## src/trf_map.vh

```
`ifndef TRF_MAP_VH
`define TRF_MAP_VH
// register byte addresses
`define TRF_ADDR_R1_VALUE 8'h25
`define TRF_ADDR_LC_VALUE 8'h26
`define TRF_ADDR_R2_VALUE 8'h27
`define TRF_ADDR_R1_LOW 8'h4e
`define TRF_ADDR_R1_HIGH 8'h4f
`define TRF_ADDR_LC_LOW 8'h50
`define TRF_ADDR_LC_HIGH 8'h51
`define TRF_ADDR_R2_LOW 8'h52
`define TRF_ADDR_R2_HIGH 8'h53
`define TRF_ADDR_R1_CORR 8'h70
`define TRF_ADDR_LC_CORR 8'h71
`define TRF_ADDR_R2_CORR 8'h72
`define TRF_ADDR_FRACTION 8'h77
`define TRF_ADDR_CONFIG5 8'h7c
// configuration register 5 field
`define TRF_CFG5_TWOS_BIT 1
// reset values
`define TRF_RST_VALUE 8'h01
`define TRF_RST_LOW 8'h01
`define TRF_RST_HIGH 8'h7f
`define TRF_RST_CORR 8'h00
`define TRF_RST_FRACTION 8'h00
`define TRF_RST_CONFIG5 8'h00
// fraction register field positions (lsb of each pair)
`define TRF_FRAC_R1_POS 2
`define TRF_FRAC_LC_POS 4
`define TRF_FRAC_R2_POS 6
// codes
`define TRF_FAULT_TWOS 8'h80
`define TRF_FAULT_OFF64 8'h00
`define TRF_OFF64_BIAS 12'h100
`define TRF_TWOS_FLOOR 12'hf04
`define TRF_TWOS_MIN 12'he00
`define TRF_TWOS_MAX 12'h1ff
`define TRF_OFF64_MAX 12'h3ff
`endif

```

## src/trf_regram.v

```verilog
`include "trf_map.vh"

// small register store for limits and corrections, registered read port
module trf_regram (
    input wire clk_sys,
    input wire rst_n,
    input wire wr_en,
    input wire [3:0] wr_idx,
    input wire [7:0] wr_data,
    input wire [3:0] rd_idx,
    output reg [7:0] rd_data,
    output wire [71:0] flat
);
    reg [7:0] mem [0:8];
    genvar gi;
    // entries 0..5 limits low/high pairs, 6..8 corrections
    generate
        for (gi = 0; gi < 9; gi = gi + 1) begin : g_ent
            always @(posedge clk_sys) begin
                if (!rst_n) begin
                    if (gi >= 6) begin
                        mem[gi] <= `TRF_RST_CORR;
                    end else if (gi % 2 == 0) begin
                        mem[gi] <= `TRF_RST_LOW;
                    end else begin
                        mem[gi] <= `TRF_RST_HIGH;
                    end
                end else if (wr_en && wr_idx == gi) begin
                    mem[gi] <= wr_data;
                end
            end
            assign flat[gi*8 +: 8] = mem[gi];
        end
    endgenerate
    // registered read data
    always @(posedge clk_sys) begin
        if (!rst_n) begin
            rd_data <= 8'h00;
        end else if (rd_idx < 4'd9) begin
            rd_data <= mem[rd_idx];
        end else begin
            rd_data <= 8'h00;
        end
    end
endmodule // trf_regram

```

## src/trf_formatter.v

```verilog
`include "trf_map.vh"

module trf_formatter (
    input wire clk_sys,
    input wire rst_n,
    input wire [1:0] meas_chan,
    input wire [9:0] meas_data,
    input wire meas_valid,
    input wire meas_fault,
    input wire reg_wr,
    input wire reg_rd,
    input wire [7:0] reg_addr,
    input wire [7:0] reg_wdata,
    output reg [7:0] reg_rdata,
    output reg reg_rvalid,
    output reg [2:0] limit_status,
    output reg freeze_active
);
    localparam ST_RUN = 2'b01;
    localparam ST_HOLD = 2'b10;

    reg [1:0] state;
    reg [7:0] value_r1;
    reg [7:0] value_lc;
    reg [7:0] value_r2;
    reg [7:0] fraction;
    reg [7:0] config5;
    reg [2:0] read_seen;
    reg rd_from_ram;
    reg [7:0] direct_data;
    reg [1:0] chan_q;
    reg [9:0] data_q;
    reg fault_q;
    reg valid_q;

    wire [71:0] ram_flat;
    wire [7:0] ram_rdata;
    wire twos_mode;
    wire is_ram_addr;
    wire [3:0] ram_idx;
    wire [3:0] rd_ram_idx;

    assign twos_mode = config5[`TRF_CFG5_TWOS_BIT];

    // map limit and correction register addresses onto store entries
    function [3:0] addr_to_idx;
        input [7:0] a;
        begin
            if (a >= `TRF_ADDR_R1_LOW && a <= `TRF_ADDR_R2_HIGH) begin
                addr_to_idx = a[3:0] - 4'he;
            end else if (a >= `TRF_ADDR_R1_CORR && a <= `TRF_ADDR_R2_CORR) begin
                addr_to_idx = a[3:0] + 4'd6;
            end else begin
                addr_to_idx = 4'hf;
            end
        end
    endfunction

    assign ram_idx = addr_to_idx(reg_addr);
    assign is_ram_addr = (ram_idx != 4'hf);
    assign rd_ram_idx = ram_idx;

    trf_regram u_ram (
        .clk_sys(clk_sys),
        .rst_n(rst_n),
        .wr_en(reg_wr && is_ram_addr),
        .wr_idx(ram_idx),
        .wr_data(reg_wdata),
        .rd_idx(rd_ram_idx),
        .rd_data(ram_rdata),
        .flat(ram_flat)
    );

    // measurement input registered (same clock domain)
    always @(posedge clk_sys) begin
        if (!rst_n) begin
            chan_q <= 2'd0;
            data_q <= 10'd0;
            fault_q <= 1'b0;
            valid_q <= 1'b0;
        end else begin
            chan_q <= meas_chan;
            data_q <= meas_data;
            fault_q <= meas_fault;
            valid_q <= meas_valid && meas_chan != 2'd3;
        end
    end

    // select correction and limits for the incoming channel
    reg [7:0] corr_sel;
    reg [7:0] low_sel;
    reg [7:0] high_sel;
    always @* begin
        corr_sel = ram_flat[(6 + chan_q) * 8 +: 8];
        low_sel = ram_flat[(chan_q * 2) * 8 +: 8];
        high_sel = ram_flat[(chan_q * 2 + 1) * 8 +: 8];
    end

    // correction: measurement is twos complement quarter degrees, correction
    // is half degrees so shifted left one before adding
    wire [11:0] meas_ext;
    wire [11:0] corr_ext;
    wire [11:0] sum;
    assign meas_ext = {{2{data_q[9]}}, data_q};
    assign corr_ext = {{3{corr_sel[7]}}, corr_sel, 1'b0};
    assign sum = meas_ext + corr_ext;

    // saturation limits as full-width words, cut to the 10-bit code below
    wire [11:0] lim_twos_floor;
    wire [11:0] lim_twos_max;
    wire [11:0] lim_off64_max;
    assign lim_twos_floor = `TRF_TWOS_FLOOR;
    assign lim_twos_max = `TRF_TWOS_MAX;
    assign lim_off64_max = `TRF_OFF64_MAX;

    // encode to the selected format with saturation and clamping
    reg [9:0] next_code;
    reg [11:0] biased;
    always @* begin
        next_code = 10'd0;
        biased = 12'd0;
        if (twos_mode) begin
            if (sum[11] && sum < `TRF_TWOS_FLOOR) begin
                next_code = lim_twos_floor[9:0];
            end else if (!sum[11] && sum > `TRF_TWOS_MAX) begin
                next_code = lim_twos_max[9:0];
            end else begin
                next_code = sum[9:0];
            end
        end else begin
            biased = sum + `TRF_OFF64_BIAS;
            if (biased[11]) begin
                next_code = 10'd0;
            end else if (biased > `TRF_OFF64_MAX) begin
                next_code = lim_off64_max[9:0];
            end else begin
                next_code = biased[9:0];
            end
        end
    end

    // fault code per mode
    wire [7:0] next_byte;
    wire [1:0] next_frac;
    assign next_byte = fault_q ? (twos_mode ? `TRF_FAULT_TWOS : `TRF_FAULT_OFF64)
                               : next_code[9:2];
    assign next_frac = fault_q ? 2'b00 : next_code[1:0];

    // limit compare in the active format
    wire cmp_high;
    wire cmp_low;
    assign cmp_high = twos_mode ? ($signed(next_byte) > $signed(high_sel))
                                : (next_byte > high_sel);
    assign cmp_low = twos_mode ? ($signed(next_byte) <= $signed(low_sel))
                               : (next_byte <= low_sel);

    // track which value bytes have been read during a freeze
    wire rd_fraction;
    wire [2:0] rd_value;
    assign rd_fraction = reg_rd && reg_addr == `TRF_ADDR_FRACTION;
    assign rd_value[0] = reg_rd && reg_addr == `TRF_ADDR_R1_VALUE;
    assign rd_value[1] = reg_rd && reg_addr == `TRF_ADDR_LC_VALUE;
    assign rd_value[2] = reg_rd && reg_addr == `TRF_ADDR_R2_VALUE;

    // freeze state machine
    always @(posedge clk_sys) begin
        if (!rst_n) begin
            state <= ST_RUN;
            read_seen <= 3'b000;
        end else begin
            case (state)
                ST_RUN: begin
                    if (rd_fraction) begin
                        state <= ST_HOLD;
                        read_seen <= 3'b000;
                    end
                end
                ST_HOLD: begin
                    if ((read_seen | rd_value) == 3'b111) begin
                        state <= ST_RUN;
                        read_seen <= 3'b000;
                    end else begin
                        read_seen <= read_seen | rd_value;
                    end
                end
                default: begin
                    state <= ST_RUN;
                    read_seen <= 3'b000;
                end
            endcase
        end
    end

    // value and fraction update, held off while frozen
    wire can_update;
    assign can_update = valid_q && state == ST_RUN && !rd_fraction;
    always @(posedge clk_sys) begin
        if (!rst_n) begin
            value_r1 <= `TRF_RST_VALUE;
            value_lc <= `TRF_RST_VALUE;
            value_r2 <= `TRF_RST_VALUE;
            fraction <= `TRF_RST_FRACTION;
        end else if (can_update) begin
            case (chan_q)
                2'd0: begin
                    value_r1 <= next_byte;
                    fraction[`TRF_FRAC_R1_POS +: 2] <= next_frac;
                end
                2'd1: begin
                    value_lc <= next_byte;
                    fraction[`TRF_FRAC_LC_POS +: 2] <= next_frac;
                end
                2'd2: begin
                    value_r2 <= next_byte;
                    fraction[`TRF_FRAC_R2_POS +: 2] <= next_frac;
                end
                default: begin
                    value_r1 <= value_r1;
                end
            endcase
        end
    end

    // status reflects the last comparison on each channel
    always @(posedge clk_sys) begin
        if (!rst_n) begin
            limit_status <= 3'b000;
        end else if (valid_q) begin
            limit_status[chan_q] <= cmp_high || cmp_low;
        end
    end

    // configuration register 5, only bit 1 is kept
    always @(posedge clk_sys) begin
        if (!rst_n) begin
            config5 <= `TRF_RST_CONFIG5;
        end else if (reg_wr && reg_addr == `TRF_ADDR_CONFIG5) begin
            config5 <= {6'd0, reg_wdata[`TRF_CFG5_TWOS_BIT], 1'b0};
        end
    end

    // direct read data for registers outside the store
    always @(posedge clk_sys) begin
        if (!rst_n) begin
            direct_data <= 8'h00;
            rd_from_ram <= 1'b0;
            reg_rvalid <= 1'b0;
        end else begin
            rd_from_ram <= is_ram_addr;
            reg_rvalid <= reg_rd;
            case (reg_addr)
                `TRF_ADDR_R1_VALUE: direct_data <= value_r1;
                `TRF_ADDR_LC_VALUE: direct_data <= value_lc;
                `TRF_ADDR_R2_VALUE: direct_data <= value_r2;
                `TRF_ADDR_FRACTION: direct_data <= fraction;
                `TRF_ADDR_CONFIG5: direct_data <= config5;
                default: direct_data <= 8'h00;
            endcase
        end
    end

    // output read data, one cycle after the stage above
    always @(posedge clk_sys) begin
        if (!rst_n) begin
            reg_rdata <= 8'h00;
            freeze_active <= 1'b0;
        end else begin
            reg_rdata <= rd_from_ram ? ram_rdata : direct_data;
            freeze_active <= (state == ST_HOLD);
        end
    end
endmodule // trf_formatter

```

## config.mk

```make
export PLATFORM = sky130hd
export DESIGN_NAME = trf_formatter
export DESIGN_NICKNAME = d
export VERILOG_FILES = /design/src/trf_regram.v /design/src/trf_formatter.v
export VERILOG_INCLUDE_DIRS = /design/src
export SDC_FILE = /design/constraint.sdc
export NUM_CORES = 1
export LEC_CHECK = 0
export BUFFER_PORTS_ARGS = -buffer_cell sky130_fd_sc_hd__buf_4
export CAP_MARGIN = 5
export CORE_AREA = 5 5 98 192
export DETAILED_ROUTE_END_ITERATION = 10
export DIE_AREA = 0 0 103 197
export GPL_TIMING_DRIVEN = 0
export PLACE_DENSITY_LB_ADDON = 0.08
export SYNTH_ARGS = -nofsm -noshare
export SYNTH_HDL_FRONTEND = slang
export SYNTH_SLANG_ARGS = --single-unit
export TNS_END_PERCENT = 10
```

## constraint.sdc

```tcl
create_clock -name clk_sys -period 6.55 [get_ports clk_sys]
set_clock_uncertainty 0.2 [all_clocks]
set_input_delay 0.655 -clock clk_sys [delete_from_list [all_inputs] [get_ports clk_sys]]
set_output_delay 0.655 -clock clk_sys [all_outputs]
set_load 0.02 [all_outputs]
```

==> reports/metrics.cfg, run 1 <==
[floorplanning]
die_w_um=103
start_util_pct=48.0
ios=47
dieArea_um2=20300
core_area_um2=17200
fp.dieH_um=197
rows=68

[clock_tree]
h-tree-depth=4
cts_tree=yes
cts.path.max_buffers=2
cts_root_buffer=clkbuf_16
insertion_delay_ps=420
clock_sinks=152
cts_buffers=17
clkTransAtPathRegs_ps=60

[worst_setup_path]
startpoint_type=register
crit_chain=clkbuf_2, clkbuf_4, mux2i_1, o21ai_1, ha_1, clkbuf_1, a21o_1, or3_1, o211ai_2, inv_2, ha_1, ha_1, nor2b_1, a21oi_1, a21oi_1, nor2b_1, ha_1, and4_1, nand4_1, o21ai_0, a221o_1, a31oi_1
r2r-end=limit_status[2]
end_kind=register
r2r_slack_ps=490
cp.buffers_inverters=4
worst_ep_required_time_ps=6700
max_stage_delay_ps=470
cp.arrival_ps=6210
path_max_fanout=10
cp_slowest_cell=a21oi_1
reg2reg_depth=22
worstSetupPathType=register to register
crit_family=compound AO/OA/AOI/OAI gates
crit_start=chan_q[1]
crit_top_cell=ha_1
timing.rr.start=chan_q[1]

[yosys]
synth.area.mux_share_pct=8.53
synth_adder_area_share_pct=4.94
syn_area_per_cell_um2=10.4
synth_xor_area_share_pct=0.637
synthSimpleGateAreaFrac_pct=19.0
netlist.area_leader.share_pct=26.2
synth_compound_area_share_pct=17.7
ys_warn_count=0
ys.flop_type=dfxtp_1
synth_top_family_by_area=simple AND/OR/NAND/NOR gates
netlist_area_um2=8260
async_reset_ff_share_pct=0
synth_cell_types=82
synth_cells=792
synth-edff-count=72
yosys.area.top_type=edfxtp_1
syn-num-nets=858
synthTopCellsByArea=edfxtp_1 26%, dfxtp_1 19%, ha_1 4.7%, mux4_2 4.4%, and2_1 4.3%
ys_seq_area_share_pct=45.6
synth-seq-cells=152

[route]
ant_nets=0
vias=6586
post-route-drc-count=0
dr.first_iter.drc_count=407
firstDrtPassIters=5
vias_per_cell=6.11
wirelength_mm=27.4
wl_per_cell_um=25.4

[placed_design]
dp_slack_ps=-305
portBuffers=45
hpwl_mm=21.9
place_congestion=1.08

[sta]
grt_setup_unrepaired=false
drv_slew=0
finalCritPeriodShare_pct=92.5
hold_viol=0
period_needed_ps=6060
fmax_mhz=165
tightest_slew_ps=1330
setup_viol=0
relSlewSlack_pct=10.7
fin_ws_ps=490

[min_path]
holdPathStages=2
hold_path.class=input port to register
hold_end=data_q[9]
min_from=meas_data[9]

[layout]
layout.nets=922
drive_gt1_share_pct=16.5
mostFrequentLayoutCells=80 x dfxtp_1, 74 x nor2_1, 72 x edfxtp_1
area_growth_pct=15.0
layout_commonest_cell=dfxtp_1
n_antenna_cell=0

[outcome]
status=completed

[power_and_ir_drop]
irDropWorstVdd_mv=0.159
p_leak_nw=3.63
design_power_total_mw=2.59
p_per_area_nw_per_um2=273

[grt]
grtUsageTotal_pct=28.2
grt_max_degree=17
antenna_found_initial=0
grt-ovfl-total=0
grt_pass1_wl_mm=41.5
grt_pass1_vias=6982

[job]
drv_cap=0

## worst max path at each step
stage	endpoint	cells past startpoint
2_1_floorplan	limit_status[0]	25
4_1_cts	limit_status[0]	25
5_1_grt	limit_status[1]	25
6_report	limit_status[2]	22
3_5_place_dp	limit_status[0]	23
3_3_place_gp	limit_status[0]	23
## cell families (layout without fill, tap and decap cells)
kind of cell	Yosys count	after routing
adder cells (fa/ha/maj)	32	32
multiplexers	50	50
flip-flops	152	152
XOR/XNOR	6	6
buffers and inverters	70	146
AO/OA/AOI/OAI	196	196
AND/OR/NAND/NOR	286	286
## synth_stat cells, types with 6 or more instances
cell and count:
o21ai_0 44, a221o_1 11, a221oi_1 10, mux2i_1 31, nand2b_1 12, ha_1 31
a32o_1 10, dfxtp_1 80, nand3_1 11, a21oi_1 32, nand2_1 35, or3_1 28
nor2_1 74, buf_1 6, a31oi_1 8, a21o_1 6, nor3_1 19, o21a_1 10
nor2b_1 12, edfxtp_1 72, clkbuf_1 21, and2_1 57, a22o_1 18, mux4_2 16
inv_1 30
## registers in the layout, indices dropped and copies added, names as in the netlist, 6 cells and up
register       count
reg_rdata          8
u_ram.rd_data      8
u_ram.mem         72
fraction           6
value_r1           8
value_lc           8
direct_data        8
data_q            10
value_r2           8
## through the flow
stage	utilization [%]	instance area [um2]	hold WS, ps	std cells	setup TNS (ps)
2_1_floorplan	-	8260	228	792	0
3_3_place_gp	51.5	8860	237	1047	-510
3_5_place_dp	51.5	8860	241	1047	-914
4_1_cts	55.1	9470	223	1078	0
5_1_grt	55.2	9490	233	1078	0
6_report	55.2	9490	241	1078	0
## repair_timing
action,CTS,global route
setup endpoints to repair,3,3
setup buffers,0,0
cloned,0,0
hold buffers,0,0
gates resized for setup,2,6
## layer usage
layer  up-vias  GRT usage [%]  wire, um
li1       3081              -         -
met3        93           4.25       954
met5         -              0         0
met4         0           22.0      2490
met1      3222           27.2      8910
met2       190           51.2     15000
## cell type report
cell class                 instances  area [um2]
buffer                            37         180
inverter                          33         124
clock inverter                     9         110
fill                            1594        7700
multi-input combinational        570        4210
tap                              210         263
timing repair buffer              45         338
sequential                       152        3760
clock buffer                      22         507
## power by group
part,switching (mW),total [mW],internal [mW]
Clock,0.395,1.02,0.627
Sequential,0.0376,1.07,1.03
Combinational,0.309,0.497,0.188
(Power assumes the default switching activity.)
==> run 2: changes to the inputs <==
--- a/config.mk
+++ b/config.mk
@@ -8,9 +8,9 @@
 export LEC_CHECK = 0
 export BUFFER_PORTS_ARGS = -buffer_cell sky130_fd_sc_hd__buf_4
 export CAP_MARGIN = 5
-export CORE_AREA = 5 5 98 192
+export CORE_AREA = 2 2 95 189
 export DETAILED_ROUTE_END_ITERATION = 10
-export DIE_AREA = 0 0 103 197
+export DIE_AREA = 0 0 97 191
 export GPL_TIMING_DRIVEN = 0
 export PLACE_DENSITY_LB_ADDON = 0.08
 export SYNTH_ARGS = -nofsm -noshare
==> run 2 against run 1 <==
  * Clock power fell by 6%
  * Die area fell by 8.7%
  * Design area fell by 0.51%
  * Final cell count rose by 0.19%
  * Combinational power fell by 2%
  * Non-clock buffer count rose by 1
  * Sequential cell count did not move
  * Wire length fell by 11%
  * Total power fell by 3.0%
  * Fmax fell by 1.2%
  * Register-to-register slack got worse by 70 ps
  * Utilization barely moved
==> reports/metrics.cfg, run 2 (synthesis results as in run 1) <==
[outcome]
status=completed

[route]
dr.first_iter.drc_count=630  ; +55%
wl_met1_mm=9.41  ; +5.6%
post-route-drc-count=0  ; unchanged
wl_met3_mm=1.08  ; +13%
top_layer=met4
ant_nets=0  ; unchanged
vias_per_cell=6.15  ; +0.68%
wl_per_cell_um=22.6  ; -11%
wirelength_mm=24.4  ; -11%
wl_met2_mm=12.8  ; -15%
firstDrtPassIters=5  ; unchanged
vias=6643  ; +0.87%

[grt]
grt-ovfl-total=0  ; unchanged
antenna_found_initial=0  ; unchanged
grtUsageTotal_pct=26.6  ; -1.6 points
grt_pass1_vias=6431  ; -7.9%
grt_max_degree=17  ; unchanged
grt_pass1_wl_mm=37.1  ; -11%

[sta]
fmax_mhz=163  ; -1.2%
drv_slew=0  ; unchanged
hold_viol=0  ; unchanged
setup_tns_ps=0  ; unchanged
period_needed_ps=6130  ; +71.0 ps
fin_ws_ps=419  ; -71.0 ps
grt_setup_unrepaired=false
tightest_slew_ps=1250  ; -78.6 ps
setup_viol=0  ; unchanged
relSlewSlack_pct=16.0  ; +5.3 points
finalCritPeriodShare_pct=93.6  ; +1.1 points

[power_and_ir_drop]
p_per_area_nw_per_um2=266  ; -2.5%
design_power_total_mw=2.51  ; -3.0%
irDropWorstVdd_mv=0.168  ; +5.5%
p_leak_nw=3.61  ; -0.67%

[floorplanning]
rows=68  ; unchanged
die_w_um=97  ; -5.8%
ios=47  ; unchanged
fp.dieH_um=191  ; -3.0%
start_util_pct=48.3  ; +0.24 points
core_area_um2=17100  ; -0.50%
dieArea_um2=18500  ; -8.7%

[clock_tree]
cts_hold_buf=0  ; unchanged
h-tree-depth=4  ; unchanged
clock_sinks=152  ; unchanged
cts_root_buffer=clkbuf_16
cts_tree=yes
cts_buffers=17  ; unchanged
cts.path.max_buffers=2  ; unchanged
clkTransAtPathRegs_ps=70  ; about the same
cts_setup_buffers=0  ; unchanged
insertion_delay_ps=430  ; about the same

[placed_design]
hpwl_mm=18.5  ; -16%
portBuffers=45  ; unchanged
place_congestion=0.917  ; -15%
dp_slack_ps=-342  ; -37.5 ps

[layout]
area_growth_pct=14.4
regMostFlops=u_ram.mem
layout.nets=923  ; +0.11%
mostFrequentLayoutCells=80 x dfxtp_1, 74 x nor2_1, 72 x edfxtp_1
largest_reg_flops=72  ; unchanged
layout_commonest_cell=dfxtp_1
top_regs=u_ram.mem x72, data_q x10
drive_gt1_share_pct=16.6  ; +0.077 points
n_antenna_cell=0  ; unchanged

[worst_setup_path]
end_kind=register
cp_slowest_cell=fa_1
worstSetupPathType=register to register
path_max_fanout=10  ; unchanged
crit_top_cell=ha_1
max_stage_delay_ps=450  ; -20 ps
cp.arrival_ps=6230  ; +20 ps
startpoint_type=register
worst_ep_required_time_ps=6640  ; -60 ps

[job]
drv_cap=0  ; unchanged

[min_path]
hold_path.class=input port to register

-- run 2: changes by cell type in the layout (fill, tap and decap cells not counted), sizes merged --
cell	delta
clkinvlp	+1
buf	+1
clkinv	-2
bufinv	-1
inv	+7
clkbuf	-4
-- run 2: report_power, final --
group          switching [mW]  internal [mW]  leakage [nW]
Combinational           0.299          0.188          1.98
Clock                   0.430          0.534         0.276
Sequential             0.0290           1.03          1.35
Total                   0.758           1.75          3.61
-- run 2: worst max-delay path: cells and delay by family (launching register included) --
family / cells / cell delay [ps]
adder cells (fa/ha/maj): 5 / 1400
AND/OR/NAND/NOR: 3 / 450
AO/OA/AOI/OAI: 12 / 2340
flip-flops: 1 / 410
buffers and inverters: 4 / 960
multiplexers: 1 / 190
-- run 2: path summary, 6_finish.rpt --
path	startpoint	end	slack [ps]	cells after the start
setup / recovery	chan_q[1]	limit_status[1]	420	25
hold / removal	meas_chan[1]	valid_q	200	2
setup reg to reg	chan_q[1]	limit_status[1]	420	25
hold reg to reg	value_lc[0]	value_lc[0]	250	2
-- run 2: layer usage --
metal	vias to the layer above	GRT usage (%)
met4	0	13.7
met3	64	2.82
met5	-	0
li1	3097	-
met1	3205	31.7
met2	277	47.2
-- run 2: layout make-up --
cell class	instances	area, um2
Fill cell	1565	7660
Multi-Input combinational cell	570	4200
Sequential cell	152	3760
Clock buffer	18	429
Timing Repair Buffer	46	343
Tap cell	210	263
Buffer	37	183
Clock inverter	14	136
Inverter	33	124
-- run 2: through the flow --
step	hold WS (ps)	util [%]	instances	area (um2)
final	203	55.2	1080	9440
after floorplan	228	-	792	8260
after CTS	198	55.1	1079	9420
after global routing	212	55.2	1080	9440
after detailed placement	242	51.8	1047	8860
after global placement	238	51.8	1047	8860
-- run 2: timing repair --
action / in CTS / in global routing
endpoints found under the setup margin: 3 / 3
resized for setup: 2 / 6
pin swaps: 0 / 0
